==> src/rtl/jlt_consts.svh <==
`ifndef JLT_CONSTS_SVH
`define JLT_CONSTS_SVH
// control characters, given as the octet sent with the k flag set
`define JLT_K28_0 8'h1C
`define JLT_K28_3 8'h7C
`define JLT_K28_4 8'h9C
`define JLT_K28_5 8'hBC
`define JLT_K28_7 8'hFC
// fixed link parameters (values, not minus-one forms)
`define JLT_N 5'h0E
`define JLT_NP 5'h10
`define JLT_S 5'h01
`define JLT_CF 5'h00
`define JLT_HD 1'h0
`define JLT_JESDV 3'h1
// index of the last ilas multiframe: four of them
`define JLT_ILAS_LAST 2'h3
// first position after the config octets in the second multiframe
`define JLT_CFG_END 7'h10
// consecutive comma symbols before a lane counts as locked
`define JLT_CGS_LOCK 3'h4
`define JLT_PRBS_SEED 15'h7FFF
// receiver register map, byte addresses
`define JLT_REG_CTRL 4'h0
`define JLT_REG_STAT 4'h4
`define JLT_REG_DATA0 4'h8
`define JLT_REG_DATA1 4'hC
// ctrl reset: enabled, subclass 0, scrambling on, two lanes, k-1 = 31
`define JLT_CTRL_RST 9'h1FD
`endif

==> src/rtl/jlt_pkg.sv <==
package jlt_pkg;
   // transmitter phases, gray along cgs -> wait -> ilas -> data
   typedef enum logic [1:0] {TX_CGS = 2'h0, TX_WAIT = 2'h1, TX_ILAS = 2'h3,
                             TX_DATA = 2'h2} jlt_txst_t;
   // receiver phases, gray along sync -> sysref -> wait -> link
   typedef enum logic [1:0] {RX_SYNC = 2'h0, RX_SREF = 2'h1, RX_WAIT = 2'h3,
                             RX_LINK = 2'h2} jlt_rxst_t;
   // tail bit sources
   typedef enum logic [1:0] {TAIL_ZERO = 2'h0, TAIL_PRBS = 2'h1,
                             TAIL_CTRL = 2'h2} jlt_tail_t;
   // static transmitter configuration
   typedef struct packed {
      logic       two_conv;  // converters: 1 = two
      logic       two_lane;  // lanes: 1 = two
      logic       swap;      // exchange a and b paths
      logic       scr_en;    // scrambling
      logic       subclass1; // 0 = subclass 0
      logic [1:0] cs_num;    // control bits per sample, 0..2
      jlt_tail_t  tail_sel;  // tail bit source
      logic [4:0] k_m1;      // frames per multiframe minus one
      logic [7:0] did;
      logic [3:0] bid;
      logic [4:0] lid0;
      logic [4:0] lid1;
   } jlt_cfg_t;
   // receiver control register
   typedef struct packed {
      logic [4:0] k_m1;
      logic       two_lane;
      logic       scr;
      logic       sub1;
      logic       en;
   } jlt_rxctl_t;
   // transmitter state
   typedef struct packed {
      jlt_txst_t        st;
      logic [1:0]       oct;     // octet in frame
      logic [4:0]       frm;     // frame in multiframe, the lmfc
      logic [1:0]       mf;      // ilas multiframe
      logic             sref_d;
      logic             realign;
      logic [13:0]      hx;
      logic [13:0]      hy;
      logic [1:0]       tx;
      logic [1:0]       ty;
      logic [14:0]      prbs;
      logic [1:0][14:0] scr;
      logic [1:0][7:0]  prev;
      logic [1:0]       rd;
      logic [1:0][9:0]  sym;
      logic [1:0][7:0]  fchk;
   } jlt_tx_t;
   // receiver state
   typedef struct packed {
      jlt_rxst_t        st;
      jlt_rxctl_t       ctl;
      logic [1:0][2:0]  cnt;     // comma run per lane
      logic [1:0]       oct;
      logic [4:0]       frm;
      logic [1:0]       acnt;    // ilas /A/ seen on lane 0
      logic             dat;
      logic             sync;
      logic             sysref;
      logic [1:0][14:0] dsc;
      logic [1:0][7:0]  last;
      logic [1:0][31:0] shr;
      logic             ack;
      logic [31:0]      rdata;
   } jlt_rx_t;

   // 5b/6b and 3b/4b codes for negative running disparity
   localparam logic [5:0] CODE6 [32] = '{
      6'h27, 6'h1D, 6'h2D, 6'h31, 6'h35, 6'h29, 6'h19, 6'h38,
      6'h39, 6'h25, 6'h15, 6'h34, 6'h0D, 6'h2C, 6'h1C, 6'h17,
      6'h1B, 6'h23, 6'h13, 6'h32, 6'h0B, 6'h2A, 6'h1A, 6'h3A,
      6'h33, 6'h26, 6'h16, 6'h36, 6'h0E, 6'h2E, 6'h1E, 6'h2B};
   localparam logic [3:0] CODE4 [8] = '{
      4'hB, 4'h9, 4'h5, 4'hC, 4'hD, 4'hA, 4'h6, 4'hE};

   // 8b/10b: returns {new disparity, abcdei, fghj}; rd high = positive
   function automatic logic [10:0] jlt_enc(input logic [7:0] d, input logic k,
                                            input logic rd);
      logic [5:0] c6;
      logic [3:0] c4;
      logic       r;
      logic       alt;
      c6 = k ? 6'h0F : CODE6[d[4:0]];
      r = rd;
      if (r && ($countones(c6) != 3 || c6 == 6'h38)) begin
         c6 = ~c6;
      end
      if ($countones(c6) != 3) begin
         r = ~r;
      end
      // alternate x.7 avoids a run of five equal bits
      alt = (d[7:5] == 3'h7) && (k ||
            (!r && (d[4:0] == 5'h11 || d[4:0] == 5'h12 || d[4:0] == 5'h14)) ||
            (r && (d[4:0] == 5'h0B || d[4:0] == 5'h0D || d[4:0] == 5'h0E)));
      c4 = alt ? 4'h7 : CODE4[d[7:5]];
      if (r && ($countones(c4) != 2 || c4 == 4'hC)) begin
         c4 = ~c4;
      end else if (k && !r && $countones(c4) == 2 && c4 != 4'hC) begin
         // balanced tails of a control code follow the 6b disparity
         c4 = ~c4;
      end
      if ($countones(c4) != 2) begin
         r = ~r;
      end
      return {r, c6, c4};
   endfunction

   // self-synchronising 1 + x^14 + x^15, msb first; inv selects the descrambler
   function automatic logic [22:0] jlt_scr(input logic [7:0] d, input logic [14:0] s,
                                            input logic inv);
      logic [14:0] st;
      logic [7:0]  o;
      st = s;
      o = '0;
      for (int i = 7; i >= 0; i--) begin
         o[i] = d[i] ^ st[13] ^ st[14];
         st = {st[13:0], inv ? d[i] : o[i]};
      end
      return {st, o};
   endfunction
endpackage

==> src/rtl/jlt_link_if.sv <==
interface jlt_link_if;
   logic [9:0] serial_lane0_output;     // lane 0 symbol, first bit sent in [9]
   logic [9:0] serial_lane1_output;     // lane 1 symbol
   logic       sync_request_input_pair; // sync level, low requests resync
   logic       sysref;                  // alignment strobe from the receiver
   modport tx (output serial_lane0_output, output serial_lane1_output,
               input sync_request_input_pair, input sysref);
   modport rx (input serial_lane0_output, input serial_lane1_output,
               output sync_request_input_pair, output sysref);
endinterface

==> src/rtl/jlt_tx.sv <==
// Functional notes
// - fixed S=1, N=14, N'=16, CF=0, HD=0
// - one or two converters and lanes, F=4/2
// - control bits 0..2, frames per multiframe set
// - default A on lane 0, B lane 1
// - sample split msb octet, then lsb plus tails
// - tails zero, pseudo-random or control bits
// - optional scrambler 1 + x^14 + x^15
// - receiver descrambles with self-synchronising inverse
// - every octet 8b/10b encoded per lane
// - unscrambled repeat at multiframe end gives K28.3
// - unscrambled repeat at frame end gives K28.7
// - scrambled 0x7C at multiframe end gives K28.3
// - scrambled 0xFC at frame end gives K28.7
// - only data phase octets are scrambled
// - cgs sends K28.5 on active lanes
// - receiver locks onto K28.5 per lane
// - sysref edge sets the local multiframe clock
// - sysref edge realigns converter sampling
// - sync release starts ilas, lmfc-aligned in subclass1
// - subclass 0 and 1 share the phase sequence
// - link checksum kept readable
// - ilas four multiframes, K28.0 first, K28.3 last
// - second multiframe K28.4 then fourteen config octets
module jlt_tx
   import jlt_pkg::*;
(
   input  wire logic               ref_clk,
   input  wire logic               rst,
   input  wire jlt_pkg::jlt_cfg_t  cfg,
   input  wire logic [13:0]        samp_a,
   input  wire logic [13:0]        samp_b,
   input  wire logic               ovr_range,
   input  wire logic               und_range,
   input  wire logic               samp_valid,
   output logic                    samp_take,
   output logic                    samp_realign,
   output logic [7:0]              fchk0,
   output logic [7:0]              fchk1,
   output logic                    link_up,
   jlt_link_if.tx                  link
);
   `include "jlt_consts.svh"

   jlt_tx_t    q;       // registered state
   jlt_tx_t    n;       // next state
   logic [1:0] fm1;     // octets per frame minus one
   logic       lastoct; // last octet of a frame
   logic       mfend;   // last octet of a multiframe

   ////////////////////////////////////////////////////////////////////////////
   // link parameter helpers

   // checksum is the byte sum of the parameter fields, not of the octets
   function automatic logic [7:0] lane_fchk(input jlt_cfg_t c, input logic [4:0] lid,
                                            input logic [1:0] f);
      return c.did + 8'(c.bid) + 8'(lid) + 8'(c.scr_en) + 8'(c.two_lane) + 8'(f)
             + 8'(c.k_m1) + 8'(c.two_conv) + 8'(`JLT_N - 5'h01) + 8'(c.cs_num)
             + 8'(`JLT_NP - 5'h01) + 8'(c.subclass1) + 8'(`JLT_S - 5'h01)
             + 8'(`JLT_JESDV) + 8'(`JLT_HD) + 8'(`JLT_CF);
   endfunction

   // config octet i of the second ilas multiframe
   function automatic logic [7:0] ilas_cfg(input jlt_cfg_t c, input logic [4:0] lid,
                                           input logic [1:0] f, input logic [3:0] i);
      logic [7:0] o;
      o = 8'h00;
      unique case (i)
         4'h0: o = c.did;
         4'h1: o = {4'h0, c.bid};
         4'h2: o = {3'h0, lid};
         4'h3: o = {c.scr_en, 6'h00, c.two_lane};
         4'h4: o = {6'h00, f};
         4'h5: o = {3'h0, c.k_m1};
         4'h6: o = {7'h00, c.two_conv};
         4'h7: o = {c.cs_num, 1'b0, `JLT_N - 5'h01};
         4'h8: o = {2'h0, c.subclass1, `JLT_NP - 5'h01};
         4'h9: o = {`JLT_JESDV, `JLT_S - 5'h01};
         4'hA: o = {`JLT_HD, 2'h0, `JLT_CF};
         4'hD: o = lane_fchk(c, lid, f);
         default: o = 8'h00; // reserved octets 11 and 12
      endcase
      return o;
   endfunction

   ////////////////////////////////////////////////////////////////////////////
   // frame timing shared by all processes

   assign fm1 = cfg.two_lane ? 2'h1 : 2'h3;
   assign lastoct = (q.oct == fm1);
   assign mfend = lastoct && (q.frm == cfg.k_m1);

   ////////////////////////////////////////////////////////////////////////////
   // next state

   always_comb begin
      logic        srise;
      logic        hi;
      logic [6:0]  pos;
      logic [13:0] sx;
      logic [13:0] sy;
      logic [13:0] smp;
      logic [1:0]  ctl;
      logic [1:0]  tl;
      logic [7:0]  oc;
      logic        kc;
      logic [10:0] e;
      logic [22:0] sc;
      srise = 1'b0;
      hi = 1'b0;
      pos = '0;
      sx = '0;
      sy = '0;
      smp = '0;
      ctl = '0;
      tl = '0;
      oc = '0;
      kc = 1'b0;
      e = '0;
      sc = '0;
      n = q;

      // sysref acts on its rising edge, subclass 1 only
      srise = link.sysref && !q.sref_d && cfg.subclass1;
      n.sref_d = link.sysref;
      n.realign = srise;
      pos = cfg.two_lane ? {1'b0, q.frm, q.oct[0]} : {q.frm, q.oct};

      // frame and multiframe counters free-run; sysref zeroes them
      n.oct = lastoct ? 2'h0 : q.oct + 2'h1;
      if (lastoct) begin
         n.frm = mfend ? 5'h00 : q.frm + 5'h01;
      end
      if (srise) begin
         n.oct = 2'h0;
         n.frm = 5'h00;
      end

      // phase sequence, common to both subclasses
      unique case (q.st)
         TX_CGS: begin
            if (link.sync_request_input_pair) begin
               n.st = TX_WAIT;
            end
         end
         TX_WAIT: begin
            if (!cfg.subclass1) begin
               n.st = TX_ILAS;
               n.oct = 2'h0;
               n.frm = 5'h00;
               n.mf = 2'h0;
            end else if (mfend) begin
               n.st = TX_ILAS;
               n.mf = 2'h0;
            end
         end
         TX_ILAS: begin
            if (mfend) begin
               n.mf = q.mf + 2'h1;
               if (q.mf == `JLT_ILAS_LAST) begin
                  n.st = TX_DATA;
               end
            end
         end
         TX_DATA: begin
            n.st = TX_DATA;
            n.mf = lastoct ? 2'h1 : q.mf; // mf 0 marks the first data frame
         end
      endcase
      // a held-low sync overrides everything, at any phase
      if (!link.sync_request_input_pair) begin
         n.st = TX_CGS;
      end

      // control bits, narrowed to the configured count
      if (cfg.cs_num == 2'h2) begin
         ctl = {ovr_range || und_range, samp_valid};
      end else if (cfg.cs_num == 2'h1) begin
         ctl = {ovr_range || und_range, 1'b0};
      end

      // samples are held one frame so the whole frame reads from flops
      sx = cfg.swap ? samp_b : samp_a;
      sy = cfg.swap ? samp_a : samp_b;
      if (lastoct) begin
         n.hx = sx;
         n.hy = cfg.two_conv ? sy : 14'h0000;
         n.tx = (cfg.tail_sel == TAIL_PRBS) ? q.prbs[1:0] :
                (cfg.tail_sel == TAIL_CTRL) ? ctl : 2'h0;
         n.ty = (cfg.tail_sel == TAIL_PRBS) ? q.prbs[3:2] :
                (cfg.tail_sel == TAIL_CTRL) ? ctl : 2'h0;
         n.prbs = {q.prbs[13:0], q.prbs[14] ^ q.prbs[13]};
      end

      // per lane octet choice, scrambling, replacement and encoding
      for (int l = 0; l < 2; l++) begin
         hi = cfg.two_lane ? l[0] : q.oct[1];
         smp = hi ? q.hy : q.hx;
         tl = hi ? q.ty : q.tx;
         oc = q.oct[0] ? {smp[5:0], tl} : smp[13:6];
         kc = 1'b0;
         unique case (q.st)
            TX_CGS, TX_WAIT: begin
               oc = `JLT_K28_5;
               kc = 1'b1;
            end
            TX_ILAS: begin
               kc = 1'b1;
               if (pos == 7'h00) begin
                  oc = `JLT_K28_0;
               end else if (mfend) begin
                  oc = `JLT_K28_3;
               end else if (q.mf == 2'h1 && pos == 7'h01) begin
                  oc = `JLT_K28_4;
               end else if (q.mf == 2'h1 && pos < `JLT_CFG_END) begin
                  kc = 1'b0;
                  oc = ilas_cfg(cfg, l[0] ? cfg.lid1 : cfg.lid0, fm1,
                                4'(pos - 7'h02));
               end else begin
                  kc = 1'b0;
                  oc = {1'b0, pos};
               end
            end
            TX_DATA: begin
               if (cfg.scr_en) begin
                  sc = jlt_scr(oc, q.scr[l], 1'b0);
                  oc = sc[7:0];
                  n.scr[l] = sc[22:8];
               end
               if (lastoct) begin
                  n.prev[l] = oc;
                  if (cfg.scr_en) begin
                     if (mfend && oc == `JLT_K28_3) begin
                        kc = 1'b1;
                     end else if (!mfend && oc == `JLT_K28_7) begin
                        kc = 1'b1;
                     end
                  end else if (oc == q.prev[l] && q.mf != 2'h0) begin
                     kc = 1'b1;
                     oc = mfend ? `JLT_K28_3 : `JLT_K28_7;
                  end
               end
            end
         endcase
         e = jlt_enc(oc, kc, q.rd[l]);
         n.sym[l] = e[9:0];
         n.rd[l] = e[10];
      end
      // an unused second lane stays quiet
      if (!cfg.two_lane) begin
         n.sym[1] = 10'h000;
         n.rd[1] = 1'b0;
      end
      n.fchk[0] = lane_fchk(cfg, cfg.lid0, fm1);
      n.fchk[1] = lane_fchk(cfg, cfg.lid1, fm1);
   end

   ////////////////////////////////////////////////////////////////////////////
   // state register; the prbs must never start from all zeros

   always_ff @(posedge ref_clk) begin
      if (rst) begin
         q <= '0;
         q.prbs <= `JLT_PRBS_SEED;
      end else begin
         q <= n;
      end
   end

   ////////////////////////////////////////////////////////////////////////////
   // outputs

   assign samp_take = lastoct;
   assign samp_realign = q.realign;
   assign fchk0 = q.fchk[0];
   assign fchk1 = q.fchk[1];
   assign link_up = (q.st == TX_DATA);
   assign link.serial_lane0_output = q.sym[0];
   assign link.serial_lane1_output = q.sym[1];
endmodule

==> src/flat_wrapper.sv <==
// flat-port wrapper written by rule: the top's interface ports become plain ports
module jlt_tx_flat import jlt_pkg::*;
  (ref_clk, rst, cfg, samp_a, samp_b, ovr_range, und_range, samp_valid, samp_take, samp_realign, fchk0, fchk1, link_up, link_serial_lane0_output, link_serial_lane1_output, link_sync_request_input_pair, link_sysref);
  jlt_link_if link_i ();
  input  wire logic ref_clk;
  input  wire logic rst;
  input  wire jlt_pkg::jlt_cfg_t cfg;
  input  wire logic [13:0] samp_a;
  input  wire logic [13:0] samp_b;
  input  wire logic ovr_range;
  input  wire logic und_range;
  input  wire logic samp_valid;
  output logic samp_take;
  output logic samp_realign;
  output logic [7:0] fchk0;
  output logic [7:0] fchk1;
  output logic link_up;
  output wire logic [$bits(link_i.serial_lane0_output)-1:0] link_serial_lane0_output;
  output wire logic [$bits(link_i.serial_lane1_output)-1:0] link_serial_lane1_output;
  input wire logic [$bits(link_i.sync_request_input_pair)-1:0] link_sync_request_input_pair;
  input wire logic [$bits(link_i.sysref)-1:0] link_sysref;
  assign link_serial_lane0_output = link_i.serial_lane0_output;
  assign link_serial_lane1_output = link_i.serial_lane1_output;
  assign link_i.sync_request_input_pair = link_sync_request_input_pair;
  assign link_i.sysref = link_sysref;
  jlt_tx u_core (.ref_clk(ref_clk), .rst(rst), .cfg(cfg), .samp_a(samp_a), .samp_b(samp_b), .ovr_range(ovr_range), .und_range(und_range), .samp_valid(samp_valid), .samp_take(samp_take), .samp_realign(samp_realign), .fchk0(fchk0), .fchk1(fchk1), .link_up(link_up), .link(link_i));
endmodule
==> config.mk <==
export PLATFORM = sky130hd
export DESIGN_NAME = jlt_tx_flat
export DESIGN_NICKNAME = d
export VERILOG_FILES = /design/src/rtl/jlt_pkg.sv /design/src/rtl/jlt_link_if.sv /design/src/rtl/jlt_tx.sv /design/src/flat_wrapper.sv
export VERILOG_INCLUDE_DIRS = /design/src /design/src/rtl
export SDC_FILE = /design/constraint.sdc
export NUM_CORES = 1
export LEC_CHECK = 0
export BUFFER_PORTS_ARGS = -buffer_cell sky130_fd_sc_hd__buf_2
export CAP_MARGIN = 5
export CORE_UTILIZATION = 30
export CTS_BUF_LIST = sky130_fd_sc_hd__clkbuf_2 sky130_fd_sc_hd__clkbuf_4 sky130_fd_sc_hd__clkbuf_8
export DETAILED_ROUTE_END_ITERATION = 10
export GPL_TIMING_DRIVEN = 0
export RECOVER_POWER = 100
export REMOVE_ABC_BUFFERS = 1
export SLEW_MARGIN = 10
export SYNTH_ARGS = -nofsm -noshare
export SYNTH_HDL_FRONTEND = slang
export SYNTH_SLANG_ARGS = --single-unit
==> constraint.sdc <==
create_clock -name ref_clk -period 16.9 [get_ports ref_clk]
set_clock_uncertainty 0.2 [all_clocks]
set_input_delay 3.38 -clock ref_clk [delete_from_list [all_inputs] [get_ports ref_clk]]
set_output_delay 3.38 -clock ref_clk [all_outputs]
set_load 0.005 [all_outputs]
==> summary.txt <==
Yosys
  – Sequential share of the synthesized area: a little under a quarter
  – Netlist cell types: between 90 and 100
  – Simple-gate area share of the yosys netlist: approximately a fifth
  – Synth Area in Compound Gates: ~17%
  – Post-Syn Area: approximately 12000 um2
  – Mux cell area share after synthesis: about 8.2%
  – Post-synthesis adder-cell area fraction: between 10% and 20%
  – Main synth FF type: dfxtp_1
  – Mapped Cells: 1449
  – Synthesized area per cell: 8.324 um2
  – Largest family of logic cells by synthesized area: simple AND/OR/NAND/NOR gates
  – Ys async rst share: 0%
  – Ys Warns: 0
  – XOR/XNOR Fraction of Synth Area: 9.035%
  – Yosys reg bits: 144
  – Post-synth EDFFs: 0

Critical path
  – Crit path top cell by count: fa_1
  – Critical Path AT: between 15000 and 20000 ps
  – Slowest stage delay, CP: roughly 540 ps
  – CP max-delay cell: fa_1
  – Critical path class: input port to flip-flop
  – Reg2reg end: u_core.q[36]
  – Crit path max fanout: 9
  – CP Data Required Time: 17060 ps
  – R2r startpoint: u_core.q[140]
  – Worst R2R Path Depth: 37
  – CP Depth: 47
  – R2r setup slk: between 3000 and 4000 ps
  – Setup crit end kind: flip-flop
  – Critical Path Source: cfg[10]
  – CP top delay family: adder cells
  – Worst path bufs/invs: 3
  – Crit start category: input port
  – Crit path to: u_core.q[36]

Worst hold path
  – Type of the worst min-delay path: flip-flop to flip-flop
  – Hold wc startpoint: u_core.q[72]

Global route
  – GRT Overall Usage: around 17%
  – Global-route wire length before repair: around 54000 um
  – Pin count of the biggest net entering global routing: just under 80
  – Initial antenna violation count: 0
  – Number of global-route vias before repair: between 9000 and 10000
  – Remaining global-route overflow: 0

Power and ir drop
  – Sw Share: between 30% and 40%
  – Worst VDD drop: around 50 uV
  – Pwr per Cell Area: ~84 nW/um2
  – Sequential fraction of design power: around 36%
  – Leak: ~5.3 nW
  – Internal: 0.6752 mW
  – Clock share of power: 25.7%
  – Design Power: 1.104 mW
  – Sw power: roughly 0.43 mW
  – Combinational Power Share: 38.5%

Timing
  – Final-report max-slew violation count: 42
  – Max Clk Rate: around 62 MHz
  – Slew HR: -39.16%
  – Final hold viol count: 0
  – Total negative setup slack: 0 ps
  – Worst hold slack: 253.0 ps
  – Final worst slack: roughly 840 ps
  – Setup Viol. Count Final: 0
  – Crit share post-route: 95.04%
  – RSZ-0062 raised after global routing: no
  – Slew @ Worst Pin: 2087 ps
  – Min Tclk post-route: between 15000 and 20000 ps

Status
  – Outcome: finished with violations
  – Violated checks: max-capacitance violations, max-slew violations

CTS
  – CTS root buf: clkbuf_8
  – H-tree depth: 4
  – Worst-Skew Late Latency: just under 500 ps
  – Clock Pin Slew Worst Setup and Hold Paths: 90 ps
  – # Post-CTS Setup Buffers: 0
  – CTS buffer count: 17
  – Post-CTS resize count: 0
  – Hold-fix buffers, CTS: 0
  – CTS tree: done
  – Num Clock Sinks: around 140
  – Clock Path Buffers: 2

Placement
  – DP Worst Slack: 120.5 ps
  – I/O Buffers: between 100 and 150
  – Final Wtd Congestion: roughly 0.9
  – Placed Area: around 13000 um2
  – Placed Cells: just under 2000
  – Dpl hpwl: around 26000 um

Drt
  – DR vias: slightly above 10000
  – DR WL/cell: between 15 and 20 um
  – Pre-antenna DRT Iters: 5
  – Vias/cell: 5.133
  – Remaining DRCs: 0
  – WL final: approximately 33000 um
  – Antenna viol nets, final: 0
  – Drt initial violations: about 720

Final layout
  – Most frequent cells in the layout: 163 x nand2_1, 143 x dfxtp_1, 121 x nor2_1
  – Total Nets Final: around 1700
  – Multi-input logic area: 8229 um2
  – Sequential Area: 2884 um2
  – Commonest non-fill, non-tap cell in the layout: nand2_1
  – Fill cell count: 4258
  – Number of inserted diodes: 0
  – Fin cells: around 2000
  – Fin area: 13090 um2
  – Post-layout util: between 30 and 40%
  – Layout cells sized above 1: about an eighth
  – P&R area growth vs syn: 8.537%

Floorplan
  – Rows: between 70 and 80
  – Die Wd: 202.5 um
  – Die H: 202.5 um
  – Initial Utilization: between 30% and 40%
  – Core area: 39730 um2
  – I/O pin total: 110
  – Die area: 41010 um2

Run
  – Max_cap viols: 1
==> final cells by class <==
type / instances / area share, %
Clock buffer: 17 / 1.787
Clock inverter: 15 / 1.118
Inverter: 99 / 2.839
Multi-Input combinational cell: 1094 / 62.86
Sequential cell: 144 / 22.03
Tap cell: 525 / 5.018
Timing Repair Buffer: 112 / 4.349
==> flip-flops by register name (all words and copies together) (netlist names) <==
register                         count
u_core.link.serial_lane1_output     10
u_core.fchk0                         8
u_core.link.serial_lane0_output     10
u_core.samp_realign                  1
u_core.fchk1                         8
u_core.q                           107
==> worst min-delay path by stage <==
| stage | end | slack [ps] | depth (start not counted) |
|---|---|---|---|
| 2_1_floorplan | u_core.q[57] | 230 | 2 |
| 3_3_place_gp | u_core.q[66] | 240 | 2 |
| 3_5_place_dp | u_core.q[72] | 250 | 2 |
| 4_1_cts | u_core.q[77] | 260 | 2 |
| 5_1_grt | u_core.q[62] | 270 | 2 |
| 6_report | u_core.q[72] | 250 | 2 |
==> worst reg2reg max path, delay by kind of cell (launching register included) <==
kind	cells	cell delay, ps
fa+ha+maj	9	3270
flops	1	890
mux	1	210
buf+inv	1	80
compound gates	10	2950
simple gates	14	4910
xor+xnor	2	380
==> cells by family after synthesis <==
| family | count (synthesis) |
|---|---|
| AOI/OAI and AO/OA | 299 |
| xor gates and xnor gates | 104 |
| adders and majority gates | 117 |
| buffers and inverters | 211 |
| DFF | 144 |
| muxes | 77 |
| and+or+nand+nor | 497 |
==> synth_stat cells, types with 6 or more instances <==
| library cell | number | area, um2 |
|---|---|---|
| a211o_1 | 6 | 52.55 |
| xnor2_1 | 55 | 481.7 |
| nor4_1 | 6 | 37.54 |
| fa_1 | 31 | 620.6 |
| and3_1 | 14 | 87.58 |
| mux4_2 | 17 | 382.9 |
| buf_4 | 38 | 285.3 |
| buf_1 | 11 | 41.29 |
| nor2_1 | 122 | 457.9 |
| nand2b_1 | 11 | 68.82 |
| mux2i_1 | 54 | 540.5 |
| nand4_1 | 17 | 106.4 |
| clkbuf_1 | 51 | 191.4 |
| a21o_1 | 8 | 60.06 |
| buf_2 | 8 | 40.04 |
| and2_1 | 9 | 56.30 |
| o31ai_1 | 6 | 45.04 |
| xor2_1 | 36 | 315.3 |
| ha_1 | 81 | 1013 |
| or3_1 | 11 | 68.82 |
| nor2b_1 | 23 | 143.9 |
| dfxtp_1 | 144 | 2883 |
| nand2_1 | 164 | 615.6 |
| or2_2 | 12 | 75.07 |
| xnor3_1 | 7 | 157.7 |
| a21oi_1 | 91 | 455.4 |
| inv_1 | 96 | 360.4 |
| a211oi_1 | 41 | 307.8 |
| o21ai_0 | 55 | 275.3 |
| nor3_1 | 23 | 115.1 |
| nand3b_1 | 17 | 127.6 |
| nand3_1 | 35 | 175.2 |
| o211ai_1 | 11 | 82.58 |
| nor3b_1 | 6 | 45.04 |
==> routing by layer <==
metal | vias up | global-route usage, % | wire (um)
met4 | 0 | 5.263 | 749
met2 | 253 | 26.57 | 15250
li1 | 5110 | - | -
met1 | 4893 | 22.85 | 16100
met3 | 40 | 2.376 | 1344
met5 | - | 0 | 0
==> power groups by stage <==
stage	sequential [mW]	combinational [mW]	clock [mW]
2_1_floorplan	0.401	0.277	0
3_5_place_dp	0.402	0.428	0
3_3_place_gp	0.402	0.421	0
5_1_grt	0.399	0.475	0.308
6_report	0.394	0.425	0.284
4_1_cts	0.394	0.431	0.294
Note: power is estimated with default switching activity, not from simulation.
